[src/ces_pkg.sv]
// Package for the CAN error-count and FIFO status block: offsets, limits, types.
// Assumes a single 200 MHz APB clock domain and an active-low async reset.
//
// Summary of operation
// Transmit bus-off flag (bit 21) set while transmit error count is 256 or more.
// Transmit bus-passive flag (bit 20) set while transmit error count is 128 or more.
// Receive bus-passive flag (bit 19) set while receive error count is 128 or more.
// Transmit warning flag (bit 18) set only while count is 96 to 127.
// Receive warning flag (bit 17) set only while count is 96 to 127.
// Combined warning flag (bit 16) is transmit warning or receive warning.
// Transmit count in bits 15-8, receive count in bits 7-0, read-only, reset zero.
// Bits 31-22 of the error-count register always read zero.
// Per-FIFO pending bit is one while any enabled interrupt of that FIFO pends.
// Per-FIFO overflow bit is one once that FIFO overflowed on reception.
// Interrupt code reports index of pending FIFO, codes 0 to 31.
// Receive-buffer overrun flag rises whenever any receive FIFO overflows.
// Error counts follow CAN fault-confinement increments and decrements.
package ces_pkg;

   // ----------------------------------------------------------------------
   // Register byte offsets
   // ----------------------------------------------------------------------
   localparam logic [7:0] CES_OFF_ERR_COUNT  = 8'h00;
   localparam logic [7:0] CES_OFF_FIFO_PEND  = 8'h04;
   localparam logic [7:0] CES_OFF_FIFO_OVF   = 8'h08;
   localparam logic [7:0] CES_OFF_IRQ_STATUS = 8'h0c;
   localparam logic [7:0] CES_OFF_IRQ_MASK   = 8'h10;
   localparam logic [7:0] CES_OFF_FIFO_EN    = 8'h14;

   // ----------------------------------------------------------------------
   // Field positions and reset values
   // ----------------------------------------------------------------------
   localparam int CES_BIT_TX_BUS_OFF  = 21;
   localparam int CES_BIT_TX_PASSIVE  = 20;
   localparam int CES_BIT_RX_PASSIVE  = 19;
   localparam int CES_BIT_TX_WARNING  = 18;
   localparam int CES_BIT_RX_WARNING  = 17;
   localparam int CES_BIT_ANY_WARNING = 16;
   localparam int CES_IRQ_OVERRUN     = 0;
   localparam int CES_IRQ_STATE_CHG   = 1;
   localparam int CES_IRQ_BUS_OFF     = 2;
   localparam int CES_IRQ_BITS        = 3;
   localparam logic [31:0] CES_RESET_WORD = 32'h0000_0000;

   // ----------------------------------------------------------------------
   // Fault-confinement limits
   // ----------------------------------------------------------------------
   localparam logic [8:0] CES_WARN_LIMIT    = 9'h060;  // 96
   localparam logic [8:0] CES_PASSIVE_LIMIT = 9'h080;  // 128
   localparam logic [8:0] CES_BUS_OFF_LIMIT = 9'h100;  // 256
   localparam logic [8:0] CES_STEP_ERROR    = 9'h008;
   localparam logic [8:0] CES_STEP_ONE      = 9'h001;
   localparam logic [8:0] CES_RX_REENTRY    = 9'h078;  // 120, inside 119..127

   // ----------------------------------------------------------------------
   // Interrupt codes
   // ----------------------------------------------------------------------
   localparam logic [6:0] CES_CODE_NONE    = 7'h40;
   localparam logic [6:0] CES_CODE_OVERRUN = 7'h43;

   // ----------------------------------------------------------------------
   // Types
   // ----------------------------------------------------------------------
   typedef struct packed {
      logic tx_bus_off_flag;
      logic tx_bus_passive_flag;
      logic rx_bus_passive_flag;
      logic tx_warning_flag;
      logic rx_warning_flag;
      logic any_warning_flag;
   } ces_err_flags_s;

   typedef struct packed {
      logic tx_error;      // Transmitter detected an error, +8
      logic tx_success;    // Frame sent, -1
      logic rx_error;      // Receiver error, +1
      logic rx_severe;     // Receiver dominant-bit error, +8
      logic rx_success;    // Frame received, -1 or reentry
      logic bus_recovered; // 128 x 11 recessive bits seen, clears both
   } ces_err_events_s;

   typedef enum logic [1:0] {
      CES_ST_IDLE   = 2'b00,
      CES_ST_ACCESS = 2'b01
   } ces_apb_state_e;

endpackage

[src/ces_err_counter.sv]
// Saturating CAN error counter with fault-confinement steps.
// Assumes at most one event class wins per cycle, in the priority below.
`timescale 1ns/1ps
module ces_err_counter #(
   parameter int         WIDTH   = 9,
   parameter logic [8:0] MAXVAL  = 9'h100,
   parameter bit         REENTRY = 1'b0
) (
   input  wire logic             pclk,
   input  wire logic             presetn,
   input  wire logic             clear,
   input  wire logic             inc_eight,
   input  wire logic             inc_one,
   input  wire logic             dec_one,
   output logic      [WIDTH-1:0] count_reg
);
   import ces_pkg::*;

   logic [WIDTH-1:0] count_next;
   logic [8:0]       wide;
   logic [9:0]       sum;

   // ----------------------------------------------------------------------
   // Next count
   // ----------------------------------------------------------------------
   // Saturate at MAXVAL; a bus-off counter freezes until recovery clears it
   always_comb begin
      wide = 9'(count_reg);
      sum  = {1'b0, wide};
      if (clear) begin
         sum = 10'h000;
      end else if (!REENTRY && wide >= MAXVAL) begin
         sum = {1'b0, MAXVAL};
      end else if (inc_eight) begin
         sum = {1'b0, wide} + {1'b0, CES_STEP_ERROR};
      end else if (inc_one) begin
         sum = {1'b0, wide} + {1'b0, CES_STEP_ONE};
      end else if (dec_one && REENTRY && wide > CES_PASSIVE_LIMIT - CES_STEP_ONE) begin
         sum = {1'b0, CES_RX_REENTRY};
      end else if (dec_one && wide != 9'h000) begin
         sum = {1'b0, wide} - {1'b0, CES_STEP_ONE};
      end
      if (sum > {1'b0, MAXVAL}) begin
         sum = {1'b0, MAXVAL};
      end
      count_next = WIDTH'(sum);
   end

   // Counter register
   always_ff @(posedge pclk or negedge presetn) begin
      if (!presetn) begin
         count_reg <= '0;
      end else begin
         count_reg <= count_next;
      end
   end

endmodule // ces_err_counter

[src/ces_status.sv]
// CAN error-count, FIFO pending and FIFO overflow status, with APB slave.
// Assumes error events and FIFO indications arrive synchronous to pclk.
`timescale 1ns/1ps
module ces_status #(
   parameter int NUM_FIFOS = 32
) (
   input  wire logic                     pclk,
   input  wire logic                     presetn,
   input  wire logic                     psel,
   input  wire logic                     penable,
   input  wire logic                     pwrite,
   input  wire logic [7:0]               paddr,
   input  wire logic [31:0]              pwdata,
   input  wire logic [3:0]               pstrb,
   output logic      [31:0]              prdata,
   output logic                          pready,
   output logic                          pslverr,
   input  wire ces_pkg::ces_err_events_s err_events,
   input  wire logic [NUM_FIFOS-1:0]     fifo_irq_src,
   input  wire logic [NUM_FIFOS-1:0]     fifo_ovf_event,
   input  wire logic [NUM_FIFOS-1:0]     fifo_ovf_clear,
   output ces_pkg::ces_err_flags_s       err_flags,
   output logic      [6:0]               interrupt_code,
   output logic                          rx_buffer_overrun_flag,
   output logic                          irq
);
   import ces_pkg::*;

   // ----------------------------------------------------------------------
   // Declarations
   // ----------------------------------------------------------------------
   logic [8:0]           tx_error_count;
   logic [7:0]           rx_error_count;
   ces_err_flags_s       flags_now;
   ces_err_flags_s       err_flags_reg;
   logic [NUM_FIFOS-1:0] fifo_event_pending_reg;
   logic [NUM_FIFOS-1:0] fifo_overflowed_reg;
   logic [NUM_FIFOS-1:0] fifo_enable_reg;
   logic [CES_IRQ_BITS-1:0] irq_status_reg;
   logic [CES_IRQ_BITS-1:0] irq_mask_reg;
   logic [CES_IRQ_BITS-1:0] irq_events;
   logic [CES_IRQ_BITS-1:0] irq_clear;
   logic [6:0]           interrupt_code_reg;
   logic [6:0]           interrupt_code_next;
   logic                 irq_reg;
   logic [31:0]          prdata_reg;
   logic [31:0]          read_word;
   logic                 pready_reg;
   logic                 pslverr_reg;
   logic                 addr_hit;
   logic                 setup;
   logic                 wr_commit;
   ces_apb_state_e       apb_state_reg;
   ces_apb_state_e       apb_state_next;

   // ----------------------------------------------------------------------
   // Helper functions
   // ----------------------------------------------------------------------
   // Lowest set bit wins so FIFO 0 has the highest priority
   function automatic logic [6:0] lowest_index(input logic [NUM_FIFOS-1:0] v);
      logic [6:0] idx;
      idx = CES_CODE_NONE;
      for (int i = NUM_FIFOS - 1; i >= 0; i--) begin
         if (v[i]) begin
            idx = 7'(i);
         end
      end
      return idx;
   endfunction

   // True when a count lies in the warning band, 96..127
   function automatic logic in_warning(input logic [8:0] cnt);
      return (cnt >= CES_WARN_LIMIT) && (cnt < CES_PASSIVE_LIMIT);
   endfunction

   // ----------------------------------------------------------------------
   // Error counters
   // ----------------------------------------------------------------------
   // Transmit counter goes to 256 so bus-off is visible; receive saturates at 255
   ces_err_counter #(
      .WIDTH   (9),
      .MAXVAL  (CES_BUS_OFF_LIMIT),
      .REENTRY (1'b0)
   ) u_tx_count (
      .pclk      (pclk),
      .presetn   (presetn),
      .clear     (err_events.bus_recovered),
      .inc_eight (err_events.tx_error),
      .inc_one   (1'b0),
      .dec_one   (err_events.tx_success),
      .count_reg (tx_error_count)
   );

   ces_err_counter #(
      .WIDTH   (8),
      .MAXVAL  (9'h0ff),
      .REENTRY (1'b1)
   ) u_rx_count (
      .pclk      (pclk),
      .presetn   (presetn),
      .clear     (err_events.bus_recovered),
      .inc_eight (err_events.rx_severe),
      .inc_one   (err_events.rx_error),
      .dec_one   (err_events.rx_success),
      .count_reg (rx_error_count)
   );

   // ----------------------------------------------------------------------
   // Error-state flags
   // ----------------------------------------------------------------------
   // Derived straight from the counts, so a read never shows a stale state
   always_comb begin
      flags_now.tx_bus_off_flag     = tx_error_count >= CES_BUS_OFF_LIMIT;
      flags_now.tx_bus_passive_flag = tx_error_count >= CES_PASSIVE_LIMIT;
      flags_now.rx_bus_passive_flag = {1'b0, rx_error_count} >= CES_PASSIVE_LIMIT;
      flags_now.tx_warning_flag     = in_warning(tx_error_count);
      flags_now.rx_warning_flag     = in_warning({1'b0, rx_error_count});
      flags_now.any_warning_flag    = flags_now.tx_warning_flag
                                      | flags_now.rx_warning_flag;
   end

   // Registered copy drives the output port
   always_ff @(posedge pclk or negedge presetn) begin
      if (!presetn) begin
         err_flags_reg <= '0;
      end else begin
         err_flags_reg <= flags_now;
      end
   end

   // ----------------------------------------------------------------------
   // FIFO pending and overflow
   // ----------------------------------------------------------------------
   // Only enabled sources count as pending
   always_ff @(posedge pclk or negedge presetn) begin
      if (!presetn) begin
         fifo_event_pending_reg <= '0;
      end else begin
         fifo_event_pending_reg <= fifo_irq_src & fifo_enable_reg;
      end
   end

   // Sticky; a new overflow in the clearing cycle wins over the clear
   always_ff @(posedge pclk or negedge presetn) begin
      if (!presetn) begin
         fifo_overflowed_reg <= '0;
      end else begin
         fifo_overflowed_reg <= (fifo_overflowed_reg & ~fifo_ovf_clear)
                                | fifo_ovf_event;
      end
   end

   // Interrupt code follows the lowest pending FIFO, else unmasked overrun, else none
   always_comb begin
      if (|fifo_event_pending_reg) begin
         interrupt_code_next = lowest_index(fifo_event_pending_reg);
      end else if (irq_status_reg[CES_IRQ_OVERRUN] && irq_mask_reg[CES_IRQ_OVERRUN]) begin
         interrupt_code_next = CES_CODE_OVERRUN;
      end else begin
         interrupt_code_next = CES_CODE_NONE;
      end
   end

   always_ff @(posedge pclk or negedge presetn) begin
      if (!presetn) begin
         interrupt_code_reg <= CES_CODE_NONE;
      end else begin
         interrupt_code_reg <= interrupt_code_next;
      end
   end

   // ----------------------------------------------------------------------
   // Interrupt status and mask
   // ----------------------------------------------------------------------
   // Events: any overflow, any error-state change, entry into bus-off
   always_comb begin
      irq_events                    = '0;
      irq_events[CES_IRQ_OVERRUN]   = |fifo_ovf_event;
      irq_events[CES_IRQ_STATE_CHG] = flags_now != err_flags_reg;
      irq_events[CES_IRQ_BUS_OFF]   = flags_now.tx_bus_off_flag
                                      & ~err_flags_reg.tx_bus_off_flag;
      irq_clear                     = '0;
      if (wr_commit && paddr == CES_OFF_IRQ_STATUS && pstrb[0]) begin
         irq_clear = pwdata[CES_IRQ_BITS-1:0];
      end
   end

   // Write one to clear; an event in the same cycle keeps the bit set
   always_ff @(posedge pclk or negedge presetn) begin
      if (!presetn) begin
         irq_status_reg <= '0;
      end else begin
         irq_status_reg <= (irq_status_reg & ~irq_clear) | irq_events;
      end
   end

   // Level output, high while any unmasked status bit is set
   always_ff @(posedge pclk or negedge presetn) begin
      if (!presetn) begin
         irq_reg <= 1'b0;
      end else begin
         irq_reg <= |(irq_status_reg & irq_mask_reg);
      end
   end

   // ----------------------------------------------------------------------
   // Software-written controls
   // ----------------------------------------------------------------------
   always_ff @(posedge pclk or negedge presetn) begin
      if (!presetn) begin
         irq_mask_reg <= '0;
      end else if (wr_commit && paddr == CES_OFF_IRQ_MASK && pstrb[0]) begin
         irq_mask_reg <= pwdata[CES_IRQ_BITS-1:0];
      end
   end

   // Byte lanes honoured so one FIFO group can be enabled alone
   always_ff @(posedge pclk or negedge presetn) begin
      if (!presetn) begin
         fifo_enable_reg <= '0;
      end else if (wr_commit && paddr == CES_OFF_FIFO_EN) begin
         for (int b = 0; b < 4; b++) begin
            if (pstrb[b]) begin
               fifo_enable_reg[b*8 +: 8] <= pwdata[b*8 +: 8];
            end
         end
      end
   end

   // ----------------------------------------------------------------------
   // APB slave
   // ----------------------------------------------------------------------
   assign setup     = psel && !penable;
   assign wr_commit = psel && penable && pwrite && pready_reg
                      && apb_state_reg == CES_ST_ACCESS;

   // Address decode; count, pending and overflow registers ignore writes without error
   always_comb begin
      addr_hit  = 1'b1;
      read_word = CES_RESET_WORD;
      if (paddr == CES_OFF_ERR_COUNT) begin
         read_word[31:22]               = 10'h000;
         read_word[CES_BIT_TX_BUS_OFF]  = flags_now.tx_bus_off_flag;
         read_word[CES_BIT_TX_PASSIVE]  = flags_now.tx_bus_passive_flag;
         read_word[CES_BIT_RX_PASSIVE]  = flags_now.rx_bus_passive_flag;
         read_word[CES_BIT_TX_WARNING]  = flags_now.tx_warning_flag;
         read_word[CES_BIT_RX_WARNING]  = flags_now.rx_warning_flag;
         read_word[CES_BIT_ANY_WARNING] = flags_now.any_warning_flag;
         read_word[15:8]                = tx_error_count[7:0];
         read_word[7:0]                 = rx_error_count;
      end else if (paddr == CES_OFF_FIFO_PEND) begin
         read_word = fifo_event_pending_reg;
      end else if (paddr == CES_OFF_FIFO_OVF) begin
         read_word = fifo_overflowed_reg;
      end else if (paddr == CES_OFF_IRQ_STATUS) begin
         read_word[CES_IRQ_BITS-1:0] = irq_status_reg;
      end else if (paddr == CES_OFF_IRQ_MASK) begin
         read_word[CES_IRQ_BITS-1:0] = irq_mask_reg;
      end else if (paddr == CES_OFF_FIFO_EN) begin
         read_word = fifo_enable_reg;
      end else begin
         addr_hit = 1'b0;
      end
   end

   // Two-state sequencer: answer always lands in the first access cycle
   always_comb begin
      apb_state_next = CES_ST_IDLE;
      case (apb_state_reg)
         CES_ST_IDLE:   apb_state_next = setup ? CES_ST_ACCESS : CES_ST_IDLE;
         CES_ST_ACCESS: apb_state_next = setup ? CES_ST_ACCESS : CES_ST_IDLE;
         default:       apb_state_next = CES_ST_IDLE;
      endcase
   end

   always_ff @(posedge pclk or negedge presetn) begin
      if (!presetn) begin
         apb_state_reg <= CES_ST_IDLE;
      end else begin
         apb_state_reg <= apb_state_next;
      end
   end

   // Ready, data and error are captured at the setup edge
   always_ff @(posedge pclk or negedge presetn) begin
      if (!presetn) begin
         pready_reg  <= 1'b0;
         pslverr_reg <= 1'b0;
         prdata_reg  <= CES_RESET_WORD;
      end else begin
         pready_reg  <= setup;
         pslverr_reg <= setup && !addr_hit;
         if (setup && !pwrite && addr_hit) begin
            prdata_reg <= read_word;
         end else if (setup) begin
            prdata_reg <= CES_RESET_WORD;
         end
      end
   end

   // ----------------------------------------------------------------------
   // Outputs
   // ----------------------------------------------------------------------
   assign prdata                 = prdata_reg;
   assign pready                 = pready_reg;
   assign pslverr                = pslverr_reg;
   assign err_flags              = err_flags_reg;
   assign interrupt_code         = interrupt_code_reg;
   assign rx_buffer_overrun_flag = irq_status_reg[CES_IRQ_OVERRUN];
   assign irq                    = irq_reg;
endmodule // ces_status

[config.mk]
export PLATFORM = sky130hd
export DESIGN_NAME = ces_status
export DESIGN_NICKNAME = d
export VERILOG_FILES = /design/src/ces_pkg.sv /design/src/ces_err_counter.sv /design/src/ces_status.sv
export SDC_FILE = /design/constraint.sdc
export NUM_CORES = 1
export LEC_CHECK = 0
export BUFFER_PORTS_ARGS = -buffer_cell sky130_fd_sc_hd__buf_2
export CORE_UTILIZATION = 58
export CTS_CLUSTER_SIZE = 28
export DETAILED_ROUTE_END_ITERATION = 12
export MAX_ROUTING_LAYER = met4
export PLACE_DENSITY = 0.86
export RECOVER_POWER = 50
export SKIP_LAST_GASP = 1
export SYNTH_ARGS = -nofsm -noshare
export SYNTH_HDL_FRONTEND = slang
export SYNTH_SLANG_ARGS = --single-unit
[constraint.sdc]
create_clock -name pclk -period 3.7 [get_ports pclk]
set_input_delay 0.185 -clock pclk [delete_from_list [all_inputs] [get_ports pclk]]
set_output_delay 0.185 -clock pclk [all_outputs]
set_load 0.01 [all_outputs]
==> flow_summary_export.csv, run 1 <==
group,metric,value,unit
status,status,"finished with violations",
status,failing_checks,"max-capacitance violations, max-slew violations",
yosys,yosysWarningCount,0,
clock_tree,clock_tree_from_tritoncts,"built",
clock_tree,worst_skew_pair.late_latency,0.44,ns
cells_and_area,antennaDiodeCount,0,
detailed_routing,drc,0,
flow_run,drv.max_cap_violation_count,2,
detailed_routing,drt_iter0_markers,1002,
yosys,synth_top_area_share,0.512,
die,initial_core_util,0.602,
cells_and_area,nFillCells,875,
power,worst_ir_drop_vdd,0.391,mV
critical_path,crit_path_cell_trace,"buf_2, nor3_1, nand2_1, nor2_2, nand3_1, mux2_2",
detailed_routing,drtAntennaViolNets,0,
sta,maxSlewViolCount,102,
sta,post-route-period-util,0.623,
sta,tns,0,ns
critical_path,critical_path_buf_inv_count,1,
detailed_routing,firstDrtPassIters,9,
critical_path,critical_path.top_delay_family,"simple AND/OR/NAND/NOR gates",
critical_path,critical_path.endpoint_type,"flop",
sta,worst_pin_slew,1.84,ns
placement,buffer_ports.inserted,198,
yosys,syn-cell-area,8070,µm²
yosys,synth.top_cells.by_count,"sky130_fd_sc_hd__dfrtp_1, sky130_fd_sc_hd__o21ai_0, sky130_fd_sc_hd__inv_1, sky130_fd_sc_hd__nand2_1, sky130_fd_sc_hd__a21oi_1",
cells_and_area,finalCoreUtilization,0.782,
die,core_region_area,13400,µm²
clock_tree,tritoncts_num_sinks,166,
yosys,avgSynthCellArea,10.1,µm²
cells_and_area,nNetsFinal,1229,
sta,finalCriticalPeriod,2.31,ns
clock_tree,cts_resized,0,
power,power.density,432,nW/µm²
sta,worst_slew_margin_rel,-0.226,
clock_tree,clk_path_buf_depth,2,
power,total_leakage_power,4.89,nW
yosys,post_synth_main_area_contributors,"sky130_fd_sc_hd__dfrtp_1, sky130_fd_sc_hd__mux2_2, sky130_fd_sc_hd__o21ai_0",
clock_tree,clk_transition_reported_paths,0.06,ns
placement,detailed_place_hpwl,16.9,mm
die,placementRows,42,
sta,rsz_0062_raised_after_global_routing,"no",
critical_path,timing.critical_path.slowest_cell_delay,0.65,ns
clock_tree,cts.root.buffer_cell,"sky130_fd_sc_hd__clkbuf_16",
yosys,postSynthCellCount,802,
critical_path,critPathSlowestCell,"sky130_fd_sc_hd__nor2_2",
die,die-area,14400,µm²
critical_path,arrival,2.62,ns
die,floorplan.io_pins,200,
cells_and_area,drive_gt1_frac,0.205,
yosys,synth-main-ff-cell,"sky130_fd_sc_hd__dfrtp_1",
sta,finalClockSkew,0.0112,ns
cells_and_area,area_growth_syn_to_layout,29.8,%
die,die_y,120,µm
critical_path,crit_type,"in -> reg",
global_route,first_global_vias,7737,
critical_path,worstSetupStartpointType,"input pin",
placement,gp_congestion,0.944,
yosys,ys_seq_elements,166,
worst_hold_path,worst_min_path_class,"in -> reg",
global_route,tot_gr_track_use,0.395,
critical_path,worst-endpoint-required,4.02,ns
global_route,grt-ovfl-total,0,
global_route,antenna_found_initial,0,
clock_tree,cts_inserted_buffers,17,
global_route,global_route_wire_length_before_repair,41.3,mm
yosys,number_of_synthesized_flops_with_an_enable_pin,0,
yosys,synth_async_sr_flop_share,1.00,
yosys,yosys.cell_count.top_type,"sky130_fd_sc_hd__dfrtp_1",
detailed_routing,vias_per_cell,6.21,
yosys,synth_seq_area_share,0.515,
yosys,yosys.area.top_type,"sky130_fd_sc_hd__dfrtp_1",
sta,finalSetupViolations,0,
global_route,largest_net_degree_at_the_start_of_global_routing,102,
die,dieWidth,120,µm
yosys,syn_nets,963,
detailed_routing,total_via_count_in_the_routed_design,7810,
yosys,post_synth_num_cell_types,69,
sta,hold_violations,0,
detailed_routing,drt-wirelength-per-cell,21.4,µm
detailed_routing,wl,26.9,mm
sta,max_freq,434,MHz
critical_path,worst-path-max-fanout,14,
clock_tree,htreeDepth,4,
placed cells by master, fill, tap and decap left out, types with 4 or more instances in the layout:
cell type and n:
sky130_fd_sc_hd__a211oi_1 4, sky130_fd_sc_hd__a21o_1 37, sky130_fd_sc_hd__a21oi_1 52, sky130_fd_sc_hd__a222oi_1 13, sky130_fd_sc_hd__a22oi_1 20, sky130_fd_sc_hd__a31oi_1 4, sky130_fd_sc_hd__and2_0 20, sky130_fd_sc_hd__and2_1 18
sky130_fd_sc_hd__buf_2 133, sky130_fd_sc_hd__buf_4 4, sky130_fd_sc_hd__clkbuf_1 66, sky130_fd_sc_hd__clkbuf_16 17, sky130_fd_sc_hd__clkinv_2 6, sky130_fd_sc_hd__clkinv_4 4, sky130_fd_sc_hd__dfrtp_1 165, sky130_fd_sc_hd__dlygate4sd3_1 85
sky130_fd_sc_hd__ha_1 10, sky130_fd_sc_hd__inv_1 59, sky130_fd_sc_hd__mux2_2 36, sky130_fd_sc_hd__nand2_1 59, sky130_fd_sc_hd__nand2b_1 4, sky130_fd_sc_hd__nand3_1 17, sky130_fd_sc_hd__nand4_1 4, sky130_fd_sc_hd__nor2_1 33
sky130_fd_sc_hd__nor2b_1 7, sky130_fd_sc_hd__nor3_1 15, sky130_fd_sc_hd__nor4_1 23, sky130_fd_sc_hd__o21a_1 15, sky130_fd_sc_hd__o21ai_0 61, sky130_fd_sc_hd__o21ai_1 6, sky130_fd_sc_hd__o22ai_1 4, sky130_fd_sc_hd__o31ai_1 5
sky130_fd_sc_hd__or4_1 4, sky130_fd_sc_hd__xnor2_1 8
through the flow:
step                power, mW  hold slack (ns)  worst slack [ns]  cells  cell area [µm²]
floorplan                2.48           -0.111              1.72    802             8070
global placement         2.74            0.204              1.21   1140             9160
detailed placement       2.75            0.203              1.12   1140             9160
CTS                      4.49        0.0000823              1.49   1250            10500
global route             4.71          0.00165              1.32   1257            10500
finish                   4.53          0.00481              1.39   1257            10500
layer usage:
metal / up-vias / global-route usage / share of wire
li1: 3411 / - / -
met1: 3732 / 0.457 / 0.37
met2: 544 / 0.651 / 0.49
met3: 123 / 0.106 / 0.097
met4: 0 / 0.161 / 0.047
met5: - / - / 0
worst register-to-register path: cells and delay by family (launching register included):
family                   cells  cell delay (ns)
adder cells (fa/ha/maj)      1             0.18
flip-flops                   1             0.47
AO/OA/AOI/OAI                3             0.64
AND/OR/NAND/NOR              2             0.60
buffers and inverters        1             0.14
XOR/XNOR                     1             0.06
cell families after synthesis:
group,after synthesis,share of synthesized area
and+or+nand+nor,227,0.151
adders and majority gates,10,0.0155
DFF,166,0.515
buffers and inverters,101,0.0518
muxes,38,0.0527
other,1,0.000465
xor gates and xnor gates,10,0.0109
AOI/OAI and AO/OA,249,0.203
timing repair:
action                    CTS  global route
hold buffers               78             7
hold endpoints to repair  141             7
setup buffers               0             0
power by group:
group          switching, mW  internal, mW  leakage (nW)
logic                  0.432         0.342          2.42
clock network          0.751         0.960         0.284
registers              0.140          1.90          2.19
total                   1.32          3.20          4.89
worst paths after layout:
kind / startpoint / end / slack [ns] / cells past startpoint
hold / removal: pwdata[28] / fifo_enable_reg[28]$_DFFE_PN0P_ / 0.005 / 2
setup / recovery: paddr[1] / fifo_enable_reg[20]$_DFFE_PN0P_ / 1.39 / 6
hold reg to reg: prdata[19]$_DFFE_PN0P_ / prdata[19]$_DFFE_PN0P_ / 0.50 / 2
min in group asynchronous: presetn / fifo_overflowed_reg[31]$_DFF_PN0_ / 0.71 / 2
max in group asynchronous: presetn / u_rx_count.count_reg[0]$_DFF_PN0_ / 1.74 / 3
setup reg to reg: u_rx_count.count_reg[0]$_DFF_PN0_ / u_rx_count.count_reg[5]$_DFF_PN0_ / 1.46 / 8
area by class of cell:
type                       instances  area (µm²)  area share
timing repair buffer             289        1820       0.173
sequential                       166        4160       0.397
tap                              176         220      0.0210
inverter                          59         221      0.0211
clock buffer                      20         457      0.0436
multi-input combinational        535        3500       0.334
clock inverter                    12         104     0.00991
Power figures use the tool's default switching activity.
==> inputs of run 2 (changes only) <==
- CORE_UTILIZATION: 58 -> 49
- PLACE_DENSITY: 0.86 -> 0.77
- clock period: 3.7 -> 1.85 ns (I/O delays scaled with it)
==> flow_summary_export.csv, run 2 (same netlist as run 1, synthesis figures left out) <==
group,metric,value,unit
cells_and_area,antennaDiodeCount,0,
clock_tree,tritoncts_num_sinks,166,
sta,finalWorstSetupSlack,-0.194,ns
cells_and_area,layout.cell_area.non_filler,11800,µm²
sta,worst_pin_slew,1.48,ns
power,post-layout-total-power,9.68,mW
critical_path,worst-path-max-fanout,3,
critical_path,arrival,2.40,ns
sta,post-route-period-util,1.10,
flow_run,drv.max_cap_violation_count,0,
critical_path,critical_path.endpoint_type,"flop",
placement,detailed_place_hpwl,18.2,mm
detailed_routing,vias_per_cell,5.76,
placement,buffer_ports.inserted,198,
sta,hold_violations,0,
die,initial_core_util,0.504,
status,failing_checks,"negative setup slack",
detailed_routing,total_via_count_in_the_routed_design,8166,
sta,finalClockSkew,0.0129,ns
die,dieWidth,130,µm
detailed_routing,drc,0,
sta,rsz_0062_raised_after_global_routing,"yes",
cells_and_area,area_growth_syn_to_layout,46.1,%
detailed_routing,drtAntennaViolNets,0,
die,die_y,130,µm
placement,dpl-instance-area,9780,µm²
sta,finalSetupViolations,6,
worst_hold_path,worst_min_path_class,"in -> reg",
die,die-area,17000,µm²
global_route,largest_net_degree_at_the_start_of_global_routing,48,
detailed_routing,drt-wirelength-per-cell,19.7,µm
detailed_routing,drt_iter0_markers,817,
global_route,grt-ovfl-total,0,
clock_tree,worst_skew_pair.late_latency,0.44,ns
cells_and_area,nFillCells,1088,
clock_tree,cts.root.buffer_cell,"sky130_fd_sc_hd__clkbuf_16",
power,total_leakage_power,5.70,nW
die,floorplan.io_pins,200,
die,core_region_area,16000,µm²
clock_tree,clk_path_buf_depth,2,
sta,maxSlewViolCount,0,
global_route,global_route_wire_length_before_repair,42.9,mm
die,placementRows,46,
placement,place_worst_setup_slack,-0.185,ns
power,worst_ir_drop_vdd,0.848,mV
cells_and_area,nNetsFinal,1350,
detailed_routing,firstDrtPassIters,7,
critical_path,worstSetupStartpointType,"flop",
cells_and_area,drive_gt1_frac,0.315,
sta,max_freq,489,MHz
critical_path,worst-endpoint-required,2.21,ns
clock_tree,htreeDepth,4,
power,power.density,821,nW/µm²
global_route,tot_gr_track_use,0.351,
clock_tree,clock_tree_from_tritoncts,"built",
sta,finalCriticalPeriod,2.04,ns
detailed_routing,wl,28.0,mm
global_route,first_global_vias,8178,
clock_tree,cts_inserted_buffers,17,
status,status,"finished with violations",
placement,gp_congestion,0.954,
critical_path,crit_type,"reg -> reg",
cells_and_area,layout.cells.most_common,"sky130_fd_sc_hd__buf_2",
clock_tree,clk_transition_reported_paths,0.06,ns
sta,worst_slew_margin_rel,0.0157,
global_route,antenna_found_initial,0,
cells_and_area,most-common-layout-cells,"sky130_fd_sc_hd__buf_2, sky130_fd_sc_hd__dfrtp_1, sky130_fd_sc_hd__dlygate4sd3_1",
[run 2: cell types whose count changed in the layout (fill, tap and decap cells not counted), sizes merged]
cell | previous run | this run
clkinvlp | 0 | 2
buf | 138 | 274
clkbuf | 86 | 23
clkinv | 10 | 6
dlygate4sd3 | 85 | 130
inv | 60 | 65
[run 2: metal layers]
layer  part of all wire  GRT usage  vias to the layer above
met2               0.51      0.599                      434
li1                   -          -                     3656
met5                  0          -                        -
met4              0.043      0.174                        0
met3              0.071     0.0709                       88
met1               0.38      0.393                     3988
[run 2: timing repair]
| action | 4_1_cts | 5_1_grt |
|---|---|---|
| pin swaps | 7 | 8 |
| hold buffers | 130 | 0 |
| buffers inserted | 4 | 5 |
| setup endpoints to repair | 9 | 17 |
| hold endpoints to repair | 268 | 0 |
| gates resized for setup | 9 | 12 |
[run 2: path summary, 6_finish.rpt]
kind	from	to	slack, ns	cells after the start
setup / recovery	u_rx_count.count_reg[0]$_DFF_PN0_	u_rx_count.count_reg[1]$_DFF_PN0_	-0.19	9
hold / removal	err_events[0]	u_rx_count.count_reg[4]$_DFF_PN0_	0.02	2
setup reg to reg	u_rx_count.count_reg[0]$_DFF_PN0_	u_rx_count.count_reg[1]$_DFF_PN0_	-0.19	9
hold reg to reg	prdata[29]$_DFFE_PN0P_	prdata[29]$_DFFE_PN0P_	0.49	2
max in group asynchronous	presetn	irq_mask_reg[0]$_DFFE_PN0P_	0.10	3
min in group asynchronous	presetn	fifo_enable_reg[23]$_DFFE_PN0P_	0.54	2
[run 2: per-stage QoR]
step / hold slack [ns] / instances / setup TNS, ns / utilization
after floorplan: -0.203 / 802 / -0.141 / -
after global placement: -0.0253 / 1247 / -0.368 / 0.611
after detailed placement: -0.0212 / 1247 / -1.24 / 0.611
after CTS: 0.0183 / 1413 / -0.741 / 0.733
after global routing: 0.0355 / 1418 / -14.17 / 0.737
final: 0.0226 / 1418 / -0.646 / 0.737
[run 2: area by class of cell]
cell class,instances,area (µm²),area share
flip-flops and latches,166,4160,0.352
clock buffers,17,425,0.0361
repair buffers,410,2970,0.252
clock inverters,15,145,0.0123
inverters,59,221,0.0188
multi-input cells,535,3610,0.306
well taps,216,270,0.0229
[run 2: critical path, cell delays in order (launching register included)]
cell and delay [ns]:
sky130_fd_sc_hd__dfrtp_1 0.39, sky130_fd_sc_hd__inv_2 0.09, sky130_fd_sc_hd__ha_4 0.13, sky130_fd_sc_hd__or4b_4 0.47, sky130_fd_sc_hd__buf_6 0.15, sky130_fd_sc_hd__o41ai_4 0.25, sky130_fd_sc_hd__and2_4 0.21, sky130_fd_sc_hd__o21ai_2 0.04
sky130_fd_sc_hd__o211a_1 0.12, sky130_fd_sc_hd__nor2_1 0.10
[run 2: power by group]
group	leakage [nW]	internal (mW)	switching (mW)	total, mW
Clock	0.277	1.88	1.58	3.46
Combinational	3.24	1.12	1.13	2.25
Sequential	2.19	3.81	0.159	3.97
Total	5.70	6.81	2.87	9.68
==> inputs of run 3 (changes only) <==
- SKIP_CTS_REPAIR_TIMING: unset -> 1
- SYNTH_HIERARCHICAL: unset -> 1
==> flow_summary_export.csv, run 3 <==
group,metric,value,unit
global_route,grt-ovfl-total,0,
yosys,post_synth_and_or_nand_nor_area_fraction,0.156,
power,net-switching-power,2.78,mW
die,die-area,17700,µm²
sta,finalClockSkew,0.0117,ns
placement,dpl.cell_count,1304,
yosys,synth_top_area_share,0.492,
clock_tree,clock_tree_from_tritoncts,"built",
global_route,antenna_found_initial,1,
cells_and_area,most-common-layout-cells,"sky130_fd_sc_hd__buf_2, sky130_fd_sc_hd__dfrtp_1, sky130_fd_sc_hd__dlygate4sd3_1",
detailed_routing,drc,0,
die,core_region_area,16600,µm²
sta,worst_slew_margin_rel,-0.0178,
die,dieWidth,133,µm
yosys,ys_seq_elements,166,
yosys,avgSynthCellArea,10.4,µm²
yosys,yosysWarningCount,6,
status,status,"finished with violations",
yosys,synth-main-ff-cell,"sky130_fd_sc_hd__dfrtp_1",
yosys,synth_mux_area_frac,0.0505,
cells_and_area,final-instance-count-excl-fill,1477,
sta,max_freq,393,MHz
yosys,post_synth_num_cell_types,89,
cells_and_area,nFillCells,1049,
clock_tree,clk_transition_reported_paths,0.06,ns
sta,finalSetupViolations,14,
sta,hold_violations,1,
global_route,largest_net_degree_at_the_start_of_global_routing,60,
sta,rsz_0062_raised_after_global_routing,"yes",
yosys,synth.top_cells.by_count,"sky130_fd_sc_hd__dfrtp_1, sky130_fd_sc_hd__inv_1, sky130_fd_sc_hd__nand2_1",
yosys,postSynthCellCount,809,
clock_tree,cts_inserted_buffers,17,
detailed_routing,wl,30.7,mm
clock_tree,cts.root.buffer_cell,"sky130_fd_sc_hd__clkbuf_16",
sta,worst_pin_slew,1.53,ns
die,placementRows,47,
detailed_routing,firstDrtPassIters,6,
power,clkPwrFrac,0.377,
critical_path,timing.critical_path.slowest_cell_delay,0.51,ns
clock_tree,htreeDepth,4,
cells_and_area,layout.cell_area.non_filler,12600,µm²
cells_and_area,finalCoreUtilization,0.757,
placement,place_worst_setup_slack,-0.637,ns
power,power_frac_seq,0.396,
global_route,global_route_wire_length_before_repair,40.9,mm
cells_and_area,drive_gt1_frac,0.353,
yosys,synth-compound-area-share,0.213,
yosys,post_synth_main_area_contributors,"sky130_fd_sc_hd__dfrtp_1, sky130_fd_sc_hd__mux2_2, sky130_fd_sc_hd__a21o_1",
power,worst_ir_drop_vdd,0.699,mV
yosys,synth_async_sr_flop_share,1.00,
yosys,number_of_synthesized_flops_with_an_enable_pin,0,
detailed_routing,drtAntennaViolNets,0,
cells_and_area,nNetsFinal,1407,
placement,dpl-instance-area,10400,µm²
placement,buffer_ports.inserted,198,
critical_path,critical_path.endpoint_type,"flop",
detailed_routing,drt_iter0_markers,938,
clock_tree,worst_skew_pair.late_latency,0.44,ns
power,power.density,784,nW/µm²
critical_path,worstSetupStartpointType,"flop",
critical_path,critPathSlowestCell,"sky130_fd_sc_hd__or4b_4",
power,internal-power,7.10,mW
detailed_routing,drt-wirelength-per-cell,20.8,µm
sta,finalWorstSetupSlack,-0.695,ns
power,comb_power_share,0.226,
yosys,yosys.cell_count.top_type,"sky130_fd_sc_hd__dfrtp_1",
placement,detailed_place_hpwl,20.0,mm
yosys,yosys.area.top_type,"sky130_fd_sc_hd__dfrtp_1",
die,die_y,133,µm
worst_hold_path,worst_min_path_class,"in -> reg",
detailed_routing,vias_per_cell,5.91,
power,sw_frac_of_total,0.281,
detailed_routing,total_via_count_in_the_routed_design,8729,
yosys,syn-cell-area,8390,µm²
yosys,largest_family_of_logic_cells_by_synthesized_area,"compound AO/OA/AOI/OAI gates",
sta,maxSlewViolCount,59,
yosys,post_synth_fa_ha_maj_area_fraction,0.0194,
sta,post-route-period-util,1.38,
sta,hold-worst-slack,-0.00115,ns
status,failing_checks,"negative hold slack, max-capacitance violations, max-slew violations, negative setup slack",
critical_path,crit_path_cell_trace,"inv_2, ha_4, or4b_4, o21ai_4, a21oi_2, o31ai_1, o21ai_1, o41a_1, nor4_1",
clock_tree,clk_path_buf_depth,2,
global_route,first_global_vias,7634,
critical_path,worst-endpoint-required,2.18,ns
critical_path,worst-path-max-fanout,4,
cells_and_area,area_growth_syn_to_layout,50.1,%
sta,finalCriticalPeriod,2.54,ns
power,total_leakage_power,6.03,nW
critical_path,crit_type,"reg -> reg",
critical_path,arrival,2.88,ns
yosys,synth_xor_xnor_area_share,0.0115,
yosys,synth_seq_area_share,0.495,
sta,tns,-3.42,ns
die,initial_core_util,0.504,
global_route,tot_gr_track_use,0.314,
power,post-layout-total-power,9.87,mW
placement,gp_congestion,0.936,
die,floorplan.io_pins,200,
clock_tree,tritoncts_num_sinks,166,
cells_and_area,layout.cells.most_common,"sky130_fd_sc_hd__buf_2",
flow_run,drv.max_cap_violation_count,1,
run 3: path summary, 6_finish.rpt:
path / start / end / slack (ns) / cells past startpoint
max in group asynchronous: presetn / interrupt_code[6]$_DFF_PN1_ / 0.24 / 3
min in group asynchronous: presetn / fifo_overflowed_reg[20]$_DFF_PN0_ / 0.57 / 2
max reg2reg: u_tx_count/count_reg[0]$_DFF_PN0_ / u_tx_count/count_reg[0]$_DFF_PN0_ / -0.69 / 9
min reg2reg: prdata[5]$_DFFE_PN0P_ / prdata[5]$_DFFE_PN0P_ / 0.49 / 2
min: err_events[0] / u_tx_count/count_reg[5]$_DFF_PN0_ / -0.001 / 4
max: u_tx_count/count_reg[0]$_DFF_PN0_ / u_tx_count/count_reg[0]$_DFF_PN0_ / -0.69 / 9
run 3: metal layers:
metal  GRT usage  wire length (µm)  up-vias
li1            -                 -     3813
met5           -                 0        -
met3      0.0536              2520      140
met2       0.505             15200      529
met1       0.398             11300     4247
met4       0.117              1620        0
run 3: logic make-up (layout without fill, tap and decap cells):
| family | count (synthesis) | after routing |
|---|---|---|
| flip-flops | 166 | 166 |
| adder cells (fa/ha/maj) | 13 | 13 |
| other | 1 | 8 |
| XOR/XNOR | 11 | 11 |
| multiplexers | 38 | 38 |
| AND/OR/NAND/NOR | 223 | 223 |
| buffers and inverters | 106 | 547 |
| AO/OA/AOI/OAI | 251 | 251 |
run 3: critical path: cells and delay by family, from the launching register on:
| kind | cells | cell delay, ns |
|---|---|---|
| flip-flops | 1 | 0.41 |
| AND/OR/NAND/NOR | 2 | 0.70 |
| adder cells (fa/ha/maj) | 1 | 0.12 |
| buffers and inverters | 1 | 0.08 |
| AO/OA/AOI/OAI | 5 | 1.13 |
run 3: power by group through the flow:
| stage | registers (mW) | clock network [mW] | logic, mW |
|---|---|---|---|
| 2_1_floorplan | 3.97 | 0 | 0.824 |
| 3_3_place_gp | 3.96 | 0 | 1.72 |
| 3_5_place_dp | 3.96 | 0 | 1.72 |
| 4_1_cts | 3.90 | 3.73 | 1.74 |
| 5_1_grt | 3.92 | 3.91 | 2.38 |
| 6_report | 3.91 | 3.73 | 2.24 |
run 3: final cells by class:
| class | instances | area [µm²] | area share |
|---|---|---|---|
| sequential | 166 | 4160 | 0.330 |
| multi-input combinational | 543 | 4100 | 0.325 |
| timing repair buffer | 445 | 3190 | 0.253 |
| clock buffer | 19 | 443 | 0.0352 |
| tap | 220 | 275 | 0.0219 |
| inverter | 70 | 268 | 0.0213 |
| clock inverter | 13 | 170 | 0.0135 |
| antenna | 1 | 2.50 | 0.000199 |
